===== config.mk =====
export PLATFORM = sky130hd
export DESIGN_NAME = ctb_top
export DESIGN_NICKNAME = d
export VERILOG_FILES = /design/src/hdl/ctb_pkg.sv /design/src/hdl/ctb_accept_cmp.sv /design/src/hdl/ctb_top.sv
export SDC_FILE = /design/constraint.sdc
export NUM_CORES = 1
export LEC_CHECK = 0
export ABC_AREA = 1
export BUFFER_PORTS_ARGS = -buffer_cell sky130_fd_sc_hd__buf_2
export CORE_MARGIN = 3
export CORE_UTILIZATION = 30
export DETAILED_ROUTE_END_ITERATION = 10
export PLACE_DENSITY_LB_ADDON = 0.2
export SETUP_SLACK_MARGIN = 0.4
export SLEW_MARGIN = 20
export SYNTH_ARGS = -nofsm -noshare
export SYNTH_HDL_FRONTEND = slang
export SYNTH_HIERARCHICAL = 1
export SYNTH_SLANG_ARGS = --single-unit

===== constraint.sdc =====
create_clock -name pclk -period 3.4 [get_ports pclk]
set_input_delay 0 -clock pclk [delete_from_list [all_inputs] [get_ports pclk]]
set_output_delay 0 -clock pclk [all_outputs]
set_load 0.005 [all_outputs]

===== src/hdl/ctb_pkg.sv =====
// constants, register map and state layout for the can transmit buffer block
package ctb_pkg;
  // register byte offsets on the apb side
  localparam logic [7:0] CTB_OFF_CTRL = 8'h00;
  localparam logic [7:0] CTB_OFF_TXFLG = 8'h04;
  localparam logic [7:0] CTB_OFF_TBSEL = 8'h08;
  localparam logic [7:0] CTB_OFF_TIMER = 8'h0c;
  localparam logic [7:0] CTB_OFF_MASK = 8'h10;
  localparam logic [7:0] CTB_OFF_CODE = 8'h20;
  localparam logic [7:0] CTB_OFF_WIN = 8'h40;
  // control register bit positions
  localparam int CTB_CTRL_INIT_REQUEST = 0;
  localparam int CTB_CTRL_INIT_ACK = 1;
  localparam int CTB_CTRL_TSEN = 2;
  // message buffer layout, one byte per word in the window
  localparam int CTB_NUM_TXBUF = 3;
  localparam int CTB_BUF_BYTES = 16;
  localparam int CTB_MSG_BYTES = 13;
  localparam logic [3:0] CTB_LOCAL_PRIORITY_BYTE = 4'hd;
  localparam logic [3:0] CTB_STAMP_HI = 4'he;
  localparam logic [3:0] CTB_STAMP_LO = 4'hf;
  // reset values
  localparam logic [2:0] CTB_EMPTY_RST = 3'h7;
  localparam logic [2:0] CTB_SEL_RST = 3'h0;
  localparam logic [7:0] CTB_MASK_RST = 8'h00;
  localparam logic [7:0] CTB_CODE_RST = 8'h00;
  localparam logic [15:0] CTB_TIMER_RST = 16'h0000;
  // bit clock for the stamping timer, derived from pclk
  localparam int CTB_CLK_NS = 20;
  localparam int CTB_BIT_NS = 1000;
  localparam logic [7:0] CTB_BIT_DIV = 8'((CTB_BIT_NS + CTB_CLK_NS - 1) / CTB_CLK_NS);

  // whole block state, registered in one process
  typedef struct packed {
    logic init_req;
    logic init_ack;
    logic ts_en;
    logic [2:0] empty;
    logic [2:0] sel;
    logic [15:0] timer;
    logic [7:0] div_cnt;
    logic [3:0][7:0] mask;
    logic [3:0][7:0] code;
    logic [2:0][15:0][7:0] bufm;
    logic pready;
    logic pslverr;
    logic [31:0] prdata;
    logic filter_hit;
    logic [2:0] pending;
    logic [1:0] pick;
    logic pick_valid;
    logic [7:0] eng_data;
  } ctb_state_t;
endpackage : ctb_pkg


===== src/hdl/ctb_accept_cmp.sv =====
// identifier acceptance compare against one 32-bit code and mask bank
`timescale 1ns/10ps
module ctb_accept_cmp (
  input wire logic [31:0] rx_id,
  input wire logic [31:0] accept_code,
  input wire logic [31:0] accept_mask_bit,
  output logic hit
);
  logic [31:0] bit_ok;

  // a set mask bit is don't care, a clear one demands equality
  genvar i;
  generate
    for (i = 0; i < 32; i++) begin : g_bit
      assign bit_ok[i] = accept_mask_bit[i] | (rx_id[i] == accept_code[i]); // see [RQ1] [RQ3]
    end
  endgenerate

  // all compared bits must agree before the message is taken
  assign hit = &bit_ok; // see [RQ2]
endmodule : ctb_accept_cmp


===== src/hdl/ctb_top.sv =====
// can transmit buffers, time stamp timer and second mask bank behind apb
//
// The APB register port and the register addresses were left to the implementer.
`timescale 1ns/10ps
//
// Operation
// [RQ1] a clear mask bit requires identifier bit to equal acceptance code bit
// [RQ2] message accepted only when all unmasked identifier bits match the code
// [RQ3] a set mask bit makes the code bit don't care
// [RQ4] mask registers always readable, writable only when init request and ack are one
// [RQ5] each buffer spans 16 byte slots holding a 13 byte message
// [RQ6] after success a 16-bit timer stamp lands in the last two bytes
// [RQ7] stamping only while the timestamp enable bit is set
// [RQ8] stamp bytes are written by hardware only, cpu writes have no effect
// [RQ9] stamp timer counts on the bit clock and wraps silently
// [RQ10] stamp timer held at zero in initialization mode
// [RQ11] cpu reads a transmit stamp only when empty and selected
// [RQ12] three independent transmit buffers for back to back sending
// [RQ13] each transmit buffer has an 8-bit local priority byte
// [RQ14] among ready buffers the local priority picks the one to send
// [RQ15] cpu finds an empty buffer then writes the selection register
// [RQ16] the selected buffer appears in the single transmit window
// [RQ17] cpu loads the buffer then clears its empty flag to schedule
// [RQ18] empty flag set after successful send or successful abort
// [RQ19] cpu access blocked while the buffer is scheduled
// [RQ20] writing one clears an empty flag, zero ignored, only outside init mode
// [RQ21] mask writes outside initialization mode are discarded
module ctb_top (
  input wire logic pclk,
  input wire logic presetn,
  input wire logic psel,
  input wire logic penable,
  input wire logic pwrite,
  input wire logic [7:0] paddr,
  input wire logic [31:0] pwdata,
  output logic [31:0] prdata,
  output logic pready,
  output logic pslverr,
  input wire logic [31:0] rx_id,
  input wire logic rx_id_valid,
  output logic filter_hit,
  input wire logic tx_done,
  input wire logic [1:0] tx_done_idx,
  input wire logic tx_abort_ok,
  input wire logic [1:0] tx_abort_idx,
  input wire logic [1:0] eng_buf_idx,
  input wire logic [3:0] eng_byte_idx,
  output logic [7:0] eng_data,
  output logic [2:0] tx_pending,
  output logic [1:0] tx_pick,
  output logic tx_pick_valid,
  output logic init_ack
);
  ctb_pkg::ctb_state_t st_reg;
  ctb_pkg::ctb_state_t st_next;
  logic id_hit;
  logic init_mode;
  logic bus_wr;
  logic in_win;
  logic win_blocked;
  logic [1:0] sel_idx;
  logic [3:0] win_byte;
  logic [1:0] mask_idx;

  // lowest set bit of a vector, as a one-hot value
  function automatic logic [2:0] ctb_lowest(input logic [2:0] v);
    logic [2:0] r;
    r = 3'h0;
    if (v[0]) begin
      r = 3'h1;
    end else if (v[1]) begin
      r = 3'h2;
    end else if (v[2]) begin
      r = 3'h4;
    end
    return r;
  endfunction : ctb_lowest

  // one-hot to index, zero maps to index zero
  function automatic logic [1:0] ctb_index(input logic [2:0] v);
    logic [1:0] r;
    r = 2'h0;
    if (v[1]) begin
      r = 2'h1;
    end else if (v[2]) begin
      r = 2'h2;
    end
    return r;
  endfunction : ctb_index

  // filter compare on the second bank
  ctb_accept_cmp u_cmp (
    .rx_id(rx_id),
    .accept_code(st_reg.code),
    .accept_mask_bit(st_reg.mask),
    .hit(id_hit)
  );

  // shared decode of the current bus address
  always_comb begin
    init_mode = st_reg.init_req & st_reg.init_ack;
    bus_wr = psel & penable & st_reg.pready & pwrite;
    in_win = (paddr[7:6] == ctb_pkg::CTB_OFF_WIN[7:6]);
    win_byte = paddr[5:2];
    mask_idx = paddr[3:2];
    sel_idx = ctb_index(st_reg.sel);
    // no selection, or the selection is scheduled: window locked
    win_blocked = (st_reg.sel == 3'h0) || ((st_reg.sel & st_reg.empty) == 3'h0); // see [RQ19]
  end

  // next state of the whole block
  always_comb begin
    logic [7:0] best_local_priority;
    logic [1:0] best_idx;
    logic found;
    logic [2:0] set_empty;
    logic [2:0] clr_empty;
    best_local_priority = 8'hff;
    best_idx = 2'h0;
    found = 1'b0;
    set_empty = 3'h0;
    clr_empty = 3'h0;
    st_next = st_reg;

    // the init acknowledge follows the request one cycle later
    st_next.init_ack = st_reg.init_req;

    // bit clock enable and free running stamp timer
    if (init_mode) begin
      st_next.timer = ctb_pkg::CTB_TIMER_RST; // see [RQ10]
      st_next.div_cnt = 8'h00;
    end else if (st_reg.div_cnt == ctb_pkg::CTB_BIT_DIV - 8'h01) begin
      st_next.div_cnt = 8'h00;
      st_next.timer = st_reg.timer + 16'h0001; // see [RQ9]
    end else begin
      st_next.div_cnt = st_reg.div_cnt + 8'h01;
    end

    // engine completions, stamp written into the last two bytes
    if (tx_done && tx_done_idx < 2'h3) begin
      set_empty[tx_done_idx] = 1'b1; // see [RQ18]
      if (st_reg.ts_en) begin // see [RQ7]
        st_next.bufm[tx_done_idx][ctb_pkg::CTB_STAMP_HI] = st_reg.timer[15:8]; // see [RQ6]
        st_next.bufm[tx_done_idx][ctb_pkg::CTB_STAMP_LO] = st_reg.timer[7:0];
      end
    end
    if (tx_abort_ok && tx_abort_idx < 2'h3) begin
      set_empty[tx_abort_idx] = 1'b1; // see [RQ18]
    end

    // apb setup cycle: prepare answer so access phase ends in one cycle
    // the answer stands for the access cycle only, then falls back to zero
    st_next.pready = psel & ~penable;
    st_next.prdata = 32'h0;
    st_next.pslverr = 1'b0;
    if (psel && !penable) begin
      if (paddr[1:0] != 2'h0) begin
        st_next.pslverr = 1'b1;
      end else if (paddr == ctb_pkg::CTB_OFF_CTRL) begin
        st_next.prdata[ctb_pkg::CTB_CTRL_INIT_REQUEST] = st_reg.init_req;
        st_next.prdata[ctb_pkg::CTB_CTRL_INIT_ACK] = st_reg.init_ack;
        st_next.prdata[ctb_pkg::CTB_CTRL_TSEN] = st_reg.ts_en;
      end else if (paddr == ctb_pkg::CTB_OFF_TXFLG) begin
        st_next.prdata[2:0] = st_reg.empty;
      end else if (paddr == ctb_pkg::CTB_OFF_TBSEL) begin
        st_next.prdata[2:0] = st_reg.sel;
      end else if (paddr == ctb_pkg::CTB_OFF_TIMER) begin
        st_next.prdata[15:0] = st_reg.timer;
      end else if (paddr[7:4] == ctb_pkg::CTB_OFF_MASK[7:4]) begin
        st_next.prdata[7:0] = st_reg.mask[mask_idx]; // see [RQ4]
      end else if (paddr[7:4] == ctb_pkg::CTB_OFF_CODE[7:4]) begin
        st_next.prdata[7:0] = st_reg.code[mask_idx];
      end else if (in_win) begin
        // stamp is only readable once empty and selected, like all bytes
        if (win_blocked) begin
          st_next.pslverr = 1'b1; // see [RQ11] [RQ19]
        end else begin
          st_next.prdata[7:0] = st_reg.bufm[sel_idx][win_byte]; // see [RQ16]
        end
      end else begin
        st_next.pslverr = 1'b1;
      end
    end

    // apb write, taken on the access edge only
    if (bus_wr && paddr[1:0] == 2'h0) begin
      if (paddr == ctb_pkg::CTB_OFF_CTRL) begin
        st_next.init_req = pwdata[ctb_pkg::CTB_CTRL_INIT_REQUEST];
        st_next.ts_en = pwdata[ctb_pkg::CTB_CTRL_TSEN];
      end else if (paddr == ctb_pkg::CTB_OFF_TXFLG) begin
        if (!init_mode) begin
          clr_empty = pwdata[2:0]; // see [RQ20] [RQ17]
        end
      end else if (paddr == ctb_pkg::CTB_OFF_TBSEL) begin
        // lowest requested buffer that is still empty wins the pointer
        if (!init_mode) begin
          st_next.sel = ctb_lowest(pwdata[2:0] & st_reg.empty); // see [RQ15] [RQ16]
        end
      end else if (paddr[7:4] == ctb_pkg::CTB_OFF_MASK[7:4]) begin
        if (init_mode) begin
          st_next.mask[mask_idx] = pwdata[7:0]; // see [RQ4] [RQ21]
        end
      end else if (paddr[7:4] == ctb_pkg::CTB_OFF_CODE[7:4]) begin
        if (init_mode) begin
          st_next.code[mask_idx] = pwdata[7:0];
        end
      end else if (in_win) begin
        // stamp slots sit above the priority byte and ignore the cpu
        if (!win_blocked && win_byte <= ctb_pkg::CTB_LOCAL_PRIORITY_BYTE) begin // see [RQ8] [RQ19]
          st_next.bufm[sel_idx][win_byte] = pwdata[7:0]; // see [RQ5] [RQ13]
        end
      end
    end

    // hardware set wins over a same-cycle cpu clear
    st_next.empty = (st_reg.empty & ~clr_empty) | set_empty; // see [RQ18]
    if (init_mode) begin
      st_next.empty = ctb_pkg::CTB_EMPTY_RST;
      st_next.sel = ctb_pkg::CTB_SEL_RST;
    end else if ((st_reg.sel & ~st_next.empty) != 3'h0) begin
      // a scheduled buffer drops out of the window
      st_next.sel = 3'h0;
    end

    // local priority arbitration, lower value first, lower index on tie
    for (int b = 0; b < ctb_pkg::CTB_NUM_TXBUF; b++) begin
      if (!st_reg.empty[b] && (!found || st_reg.bufm[b][ctb_pkg::CTB_LOCAL_PRIORITY_BYTE] < best_local_priority)) begin
        found = 1'b1;
        best_local_priority = st_reg.bufm[b][ctb_pkg::CTB_LOCAL_PRIORITY_BYTE]; // see [RQ14]
        best_idx = 2'(b);
      end
    end
    st_next.pending = init_mode ? 3'h0 : ~st_reg.empty; // see [RQ12]
    st_next.pick = best_idx;
    st_next.pick_valid = found & ~init_mode;

    // engine read port for the message bytes
    st_next.eng_data = (eng_buf_idx < 2'h3) ? st_reg.bufm[eng_buf_idx][eng_byte_idx] : 8'h00;

    // filter hit pulse for each presented identifier that matches
    st_next.filter_hit = rx_id_valid & id_hit; // see [RQ2]
  end

  // state register
  always_ff @(posedge pclk or negedge presetn) begin
    if (!presetn) begin
      st_reg <= '0;
      st_reg.empty <= ctb_pkg::CTB_EMPTY_RST;
      st_reg.sel <= ctb_pkg::CTB_SEL_RST;
      st_reg.mask <= {4{ctb_pkg::CTB_MASK_RST}};
      st_reg.code <= {4{ctb_pkg::CTB_CODE_RST}};
      st_reg.timer <= ctb_pkg::CTB_TIMER_RST;
    end else begin
      st_reg <= st_next;
    end
  end

  // outputs straight from the state register
  assign prdata = st_reg.prdata;
  assign pready = st_reg.pready;
  assign pslverr = st_reg.pslverr;
  assign filter_hit = st_reg.filter_hit;
  assign eng_data = st_reg.eng_data;
  assign tx_pending = st_reg.pending;
  assign tx_pick = st_reg.pick;
  assign tx_pick_valid = st_reg.pick_valid;
  assign init_ack = st_reg.init_ack;
endmodule : ctb_top


==> results.yml, run 1 <==
floorplan:
  die_h_um: 312.3
  initial_core_util: 0.3048
  fp.dieW_um: 312.3
  core.rowCount: 111
  io_pins: 140
  dieArea_sq_um: 97560
  coreArea_sq_um: 92360
cts:
  cts_tree: "yes"
  numCtsBuffers: 59
  root_buffer: "clkbuf_16"
  ctsLongestPathBuffers: 3
  htree_levels: 2
  clock_sinks: 514
  worstSkewPairLatency_ns: 0.63
  cts.clk_slew.worst_paths_ns: 0.06
timing:
  rsz0062_at_grt: "true"
  finalHoldViolations: 0
  timing.fmax_mhz: 334.9
  min_period_over_period: 0.8782
  setup_viol: 0
  report.final.slew_viol_count: 0
  fin_skew_ns: 0.02047
  finalCriticalPeriod_ns: 2.986
  hold_slack_ns: 0.04579
  slew_headroom: 0.2266
  max_slew.worst_pin.slew_ns: 1.158
  fin_setup_tns_ns: 0
final_layout:
  fillers: 9720
  syn_to_final_growth_pct: 16.68
  multiInputGateArea_sq_um: 12410
  seq_area_sq_um: 12870
  fin_area_sq_um: 32850
  num-nets-final: 3944
  largest_reg_flops: 479
  drive_gt1_frac: 0.1093
hold_path:
  hp-class: "in2reg"
job:
  drv_cap: 0
detailed_routing:
  dr_total_vias: 27414
  route.detailed.drc: 0
  via_per_inst: 5.346
  ant_nets: 0
  dr.pass1.iters: 8
  wl_per_cell_um: 23.88
  routed_wl_um: 122500
  drt_iter0_markers: 3551
logic_synthesis:
  synth_top_area_frac: 0.4542
  synth_area_leaders: "dfrtp_1 (45%), nand2_1 (11%), o21ai_0 (6.5%)"
  synth_edf_count: 0
  yosysTopAreaCell: "dfrtp_1"
  synthCells: 3738
  synth_cell_types: 53
  yosysMostFrequentCell: "nand2_1"
  yosys_warnings: 6
  avgSynthCellArea_sq_um: 7.532
  synthesis.area_sq_um: 28150
  yosys-top-cells-count: "nand2_1 (794), dfrtp_1 (511), inv_1 (456)"
  synth_seq_area_share: 0.4570
  ys.flop_type: "dfrtp_1"
  synthArstFlopShare: 1.000
  yosys_register_bits: 514
setup_path:
  path_class: "reg2reg"
  worstPathMaxFanout: 35
  cp-start-kind: "register"
  arrival_ns: 3.50
  crit_required_ns: 3.91
  endpoint_kind: "register"
grt:
  grt_overflow_total: 0
  grtUsageTotal: 0.2450
  antenna_found_initial: 5
  grt_max_degree: 87
  grt_pass1_vias: 25661
  grt_pass1_wl_um: 180400
place:
  hpwl_um: 83980
  gp_congestion: 0.9554
  place_area_sq_um: 30470
  port_buffers: 99
pwr:
  p_leak_uw: 0.01563
  power_density_nw_per_um2: 424.1
  ir_drop_v: 0.0003865
  total_power_uw: 13930
status:
  status: "finished, final reports clean"
==> layout make-up <==
type	instances	area share
inverters	481	0.05542
repair buffers	268	0.06635
diodes	4	0.0003047
multi-input cells	2513	0.3779
clock buffers	85	0.05218
flip-flops and latches	514	0.3918
well taps	1243	0.04735
clock inverters	20	0.008646
==> report_power, final <==
group	switching, uW	internal [uW]
Clock	2730	4000
Sequential	7.42	6130
Combinational	766	294
==> cell usage in the layout (no fill, tap or decap), types with 78 or more instances in the layout <==
| master | synthesis | final |
|---|---|---|
| inv_1 | 456 | 453 |
| nor2_1 | 392 | 390 |
| o21ai_0 | 365 | 363 |
| buf_4 | 49 | 114 |
| nor3_1 | 86 | 85 |
| nand2_1 | 794 | 790 |
| o22ai_1 | 102 | 102 |
| dfrtp_1 | 511 | 509 |
| nand3_1 | 92 | 91 |
| a21oi_1 | 278 | 276 |
| buf_2 | 38 | 98 |
| o221ai_1 | 78 | 78 |
==> per-stage QoR <==
stage | util | worst slack, ns | std cells
floorplan | - | 0.4458 | 3753
detailed placement | 0.3300 | 0.4060 | 4988
global route | 0.3556 | 0.3169 | 5124
global placement | 0.3300 | 0.3870 | 4988
CTS | 0.3551 | 0.4505 | 5123
finish | 0.3557 | 0.4141 | 5128
==> cell families after synthesis <==
group                      Yosys count  share of synthesized area
and+or+nand+nor                   1434                     0.2082
AOI/OAI and AO/OA                 1039                     0.2188
buffers and inverters              726                     0.1059
DFF                                514                     0.4570
adders and majority gates           17                   0.007555
muxes                                5                   0.001778
xor gates and xnor gates             2                  0.0006223
other                                1                  0.0001332
==> final timing paths <==
kind                               from          end  slack [ns]  cells after the start
setup / recovery            st_reg[522]    prdata[4]        0.41                     12
hold / removal                pwdata[7]  st_reg[488]        0.05                      3
setup reg to reg            st_reg[522]    prdata[4]        0.41                     12
hold reg to reg            st_next[528]     init_ack        0.45                      0
max in group asynchronous       presetn  st_reg[434]        2.74                      3
min in group asynchronous       presetn  st_reg[130]        0.09                      3
==> what timing repair did <==
| item | 4_1_cts | 5_1_grt |
|---|---|---|
| buffers inserted | 0 | 1 |
| setup endpoints to repair | 1 | 64 |
| pin swaps | 0 | 3 |
| endpoints found under the hold margin | 547 | 0 |
| gates resized for setup | 1 | 18 |
| hold buffers | 30 | 0 |
==> worst max-delay path, cell delays in order, from the launching register on <==
cell,delay [ns]
dfrtp_4,0.51
nor2_4,0.06
buf_12,0.16
buf_12,0.21
a22o_1,0.20
a21oi_1,0.21
o22ai_1,0.18
o21ai_0,0.55
nand4_1,0.17
nand2_1,0.20
o211ai_1,0.20
nand2_1,0.11
inv_1,0.04
==> layer usage <==
metal	GRT usage	vias to the layer above	routed length [um]
met1	0.3531	13259	53570
met5	0	-	17
met2	0.3651	1337	52240
met3	0.04874	242	12030
met4	0.08335	2	4594
li1	-	12574	-
(Power assumes the default switching activity.)
==> inputs of run 2 (changes only) <==
--- a/config.mk
+++ b/config.mk
@@ -9,6 +9,7 @@
 export BUFFER_PORTS_ARGS = -buffer_cell sky130_fd_sc_hd__buf_2
 export CORE_MARGIN = 3
 export CORE_UTILIZATION = 30
+export CTS_BUF_LIST = sky130_fd_sc_hd__clkbuf_4 sky130_fd_sc_hd__clkbuf_8
 export DETAILED_ROUTE_END_ITERATION = 10
 export PLACE_DENSITY_LB_ADDON = 0.2
 export SETUP_SLACK_MARGIN = 0.4
==> run 2 against run 1 <==
  * Cell area increased by 0.54%
  * Flip-flop and latch count is the same
  * Highest routed layer unchanged
  * Sequential power barely moved
  * Largest power group unchanged
==> results.yml, run 2 (synthesis gave the netlist of run 1 again) <==
status:
  status: "finished, final reports clean"
grt:
  grtUsageTotal: 0.2481
  grt_pass1_vias: 26137
  grt_max_degree: 87
  grt_overflow_total: 0
  grt_pass1_wl_um: 181800
  antenna_found_initial: 5
detailed_routing:
  routed-wl-met2_um: 52680
  ant_nets: 0
  topRoutingLayerUsed: "met5"
  dr_total_vias: 27752
  routed_wl_um: 123600
  route.detailed.drc: 0
  dr.pass1.iters: 6
  wl_met3_um: 12130
  wl_per_cell_um: 23.77
  via_per_inst: 5.337
  wl_met1_um: 53510
  drt_iter0_markers: 3377
final_layout:
  fillers: 9754
  multiInputGateArea_sq_um: 12430
  seq_area_sq_um: 12870
  syn_to_final_growth_pct: 17.31
  layout_common_cells: "nand2_1 (789), dfrtp_1 (509), inv_1 (453), nor2_1 (390), o21ai_0 (363)"
  drive_gt1_frac: 0.1270
  num-nets-final: 3988
  mostFrequentLayoutCell: "nand2_1"
  fin_area_sq_um: 33030
  largest_reg_flops: 479
  fin_util: 0.3576
setup_path:
  path_class: "reg2reg"
  cp-start-kind: "register"
  reg2regPathDepth: 12
  arrival_ns: 3.58
  r2r_slack_ns: 0.42
  rr_endpoint: "prdata[4]"
  worstPathMaxFanout: 35
  r2r_start: "st_reg[522]"
  endpoint_kind: "register"
  crit_required_ns: 4.00
cts:
  cts.clk_slew.worst_paths_ns: 0.06
  numCtsBuffers: 94
  cts_tree: "yes"
  ctsLongestPathBuffers: 3
  htree_levels: 3
  worstSkewPairLatency_ns: 0.74
  root_buffer: "clkbuf_8"
  clock_sinks: 514
floorplan:
  core.rowCount: 111
  initial_core_util: 0.3048
  fp.dieW_um: 312.3
  io_pins: 140
  coreArea_sq_um: 92360
  dieArea_sq_um: 97560
  die_h_um: 312.3
timing:
  report.final.slew_viol_count: 0
  rsz0062_at_grt: "true"
  fin_skew_ns: 0.05546
  setup_viol: 0
  finalCriticalPeriod_ns: 2.981
  slew_headroom: 0.2263
  min_period_over_period: 0.8769
  max_slew.worst_pin.slew_ns: 1.146
  worst_slack_ns: 0.4185
  timing.fmax_mhz: 335.4
  finalHoldViolations: 0
  fin_setup_tns_ns: 0
hold_path:
  min_path_cells: 4
  holdCritStartpoint: "psel"
  hold-path-endpoint: "pready"
  hp-class: "in2reg"
pwr:
  power_density_nw_per_um2: 418.0
  total_power_uw: 13810
  ir_drop_v: 0.0002073
  p_leak_uw: 0.01579
place:
  place_area_sq_um: 30470
  place_ws_ns: 0.4060
  port_buffers: 99
  gp_congestion: 0.9554
  hpwl_um: 83980
job:
  drv_cap: 0
-- run 2: cell types whose count changed in the layout (fill, tap and decap cells not counted), sizes merged --
cell,before,now
clkbuf,85,154
dlygate4sd3,29,38
bufinv,7,2
clkinvlp,2,1
diode,4,3
inv,479,480
-- run 2: per-stage QoR --
| stage | std cells | hold slack (ns) |
|---|---|---|
| 6_report | 5200 | 0.09314 |
| 5_1_grt | 5198 | 0.06094 |
| 4_1_cts | 5196 | 0.01707 |
| 3_5_place_dp | 4988 | 0.02657 |
| 3_3_place_gp | 4988 | 0.03230 |
| 2_1_floorplan | 3753 | -0.2956 |
-- run 2: area by class of cell --
type,instances,area share
Multi-Input combinational cell,2513,0.3764
Clock buffer,154,0.05868
Inverter,481,0.05512
Clock inverter,15,0.004091
Timing Repair Buffer,277,0.06872
Antenna cell,3,0.0002273
Sequential cell,514,0.3897
Tap cell,1243,0.04709
-- run 2: worst max path at each step --
stage | depth (start not counted) | startpoint | slack (ns) | end
floorplan | 18 | st_reg[524] | 0.45 | tx_pick[0]
global placement | 18 | st_reg[524] | 0.39 | tx_pick[0]
detailed placement | 16 | st_reg[524] | 0.41 | tx_pick[0]
CTS | 9 | st_reg[522] | 0.44 | st_reg[317]
global route | 19 | st_reg[524] | 0.30 | tx_pick[0]
finish | 12 | st_reg[522] | 0.42 | prdata[4]
-- run 2: layer usage --
metal / GRT usage / vias to the layer above
met2: 0.3663 / 1381
li1: - / 12672
met4: 0.1016 / 2
met3: 0.04900 / 273
met1: 0.3538 / 13424
met5: 0 / -
-- run 2: repair_timing --
action / in CTS / in global routing
endpoints found under the hold margin: 640 / 0
setup buffers: 0 / 1
resized for setup: 1 / 22
setup endpoints to repair: 1 / 65
pin swaps: 0 / 3
hold buffers: 39 / 0
-- run 2: report_power, final --
| part | internal, uW | switching, uW |
|---|---|---|
| sequential | 6130 | 7.46 |
| combinational | 300 | 771 |
| clock | 3740 | 2860 |
| total | 10200 | 3640 |
-- run 2: critical path, cell delays in order, from the launching register on --
cell	delay (ns)
dfrtp_4	0.51
nor2_4	0.06
buf_12	0.16
buf_12	0.21
a22o_1	0.20
a21oi_1	0.24
o22ai_1	0.19
o21ai_0	0.50
nand4_1	0.17
nand2_1	0.20
o211ai_1	0.22
nand2_1	0.11
inv_1	0.04
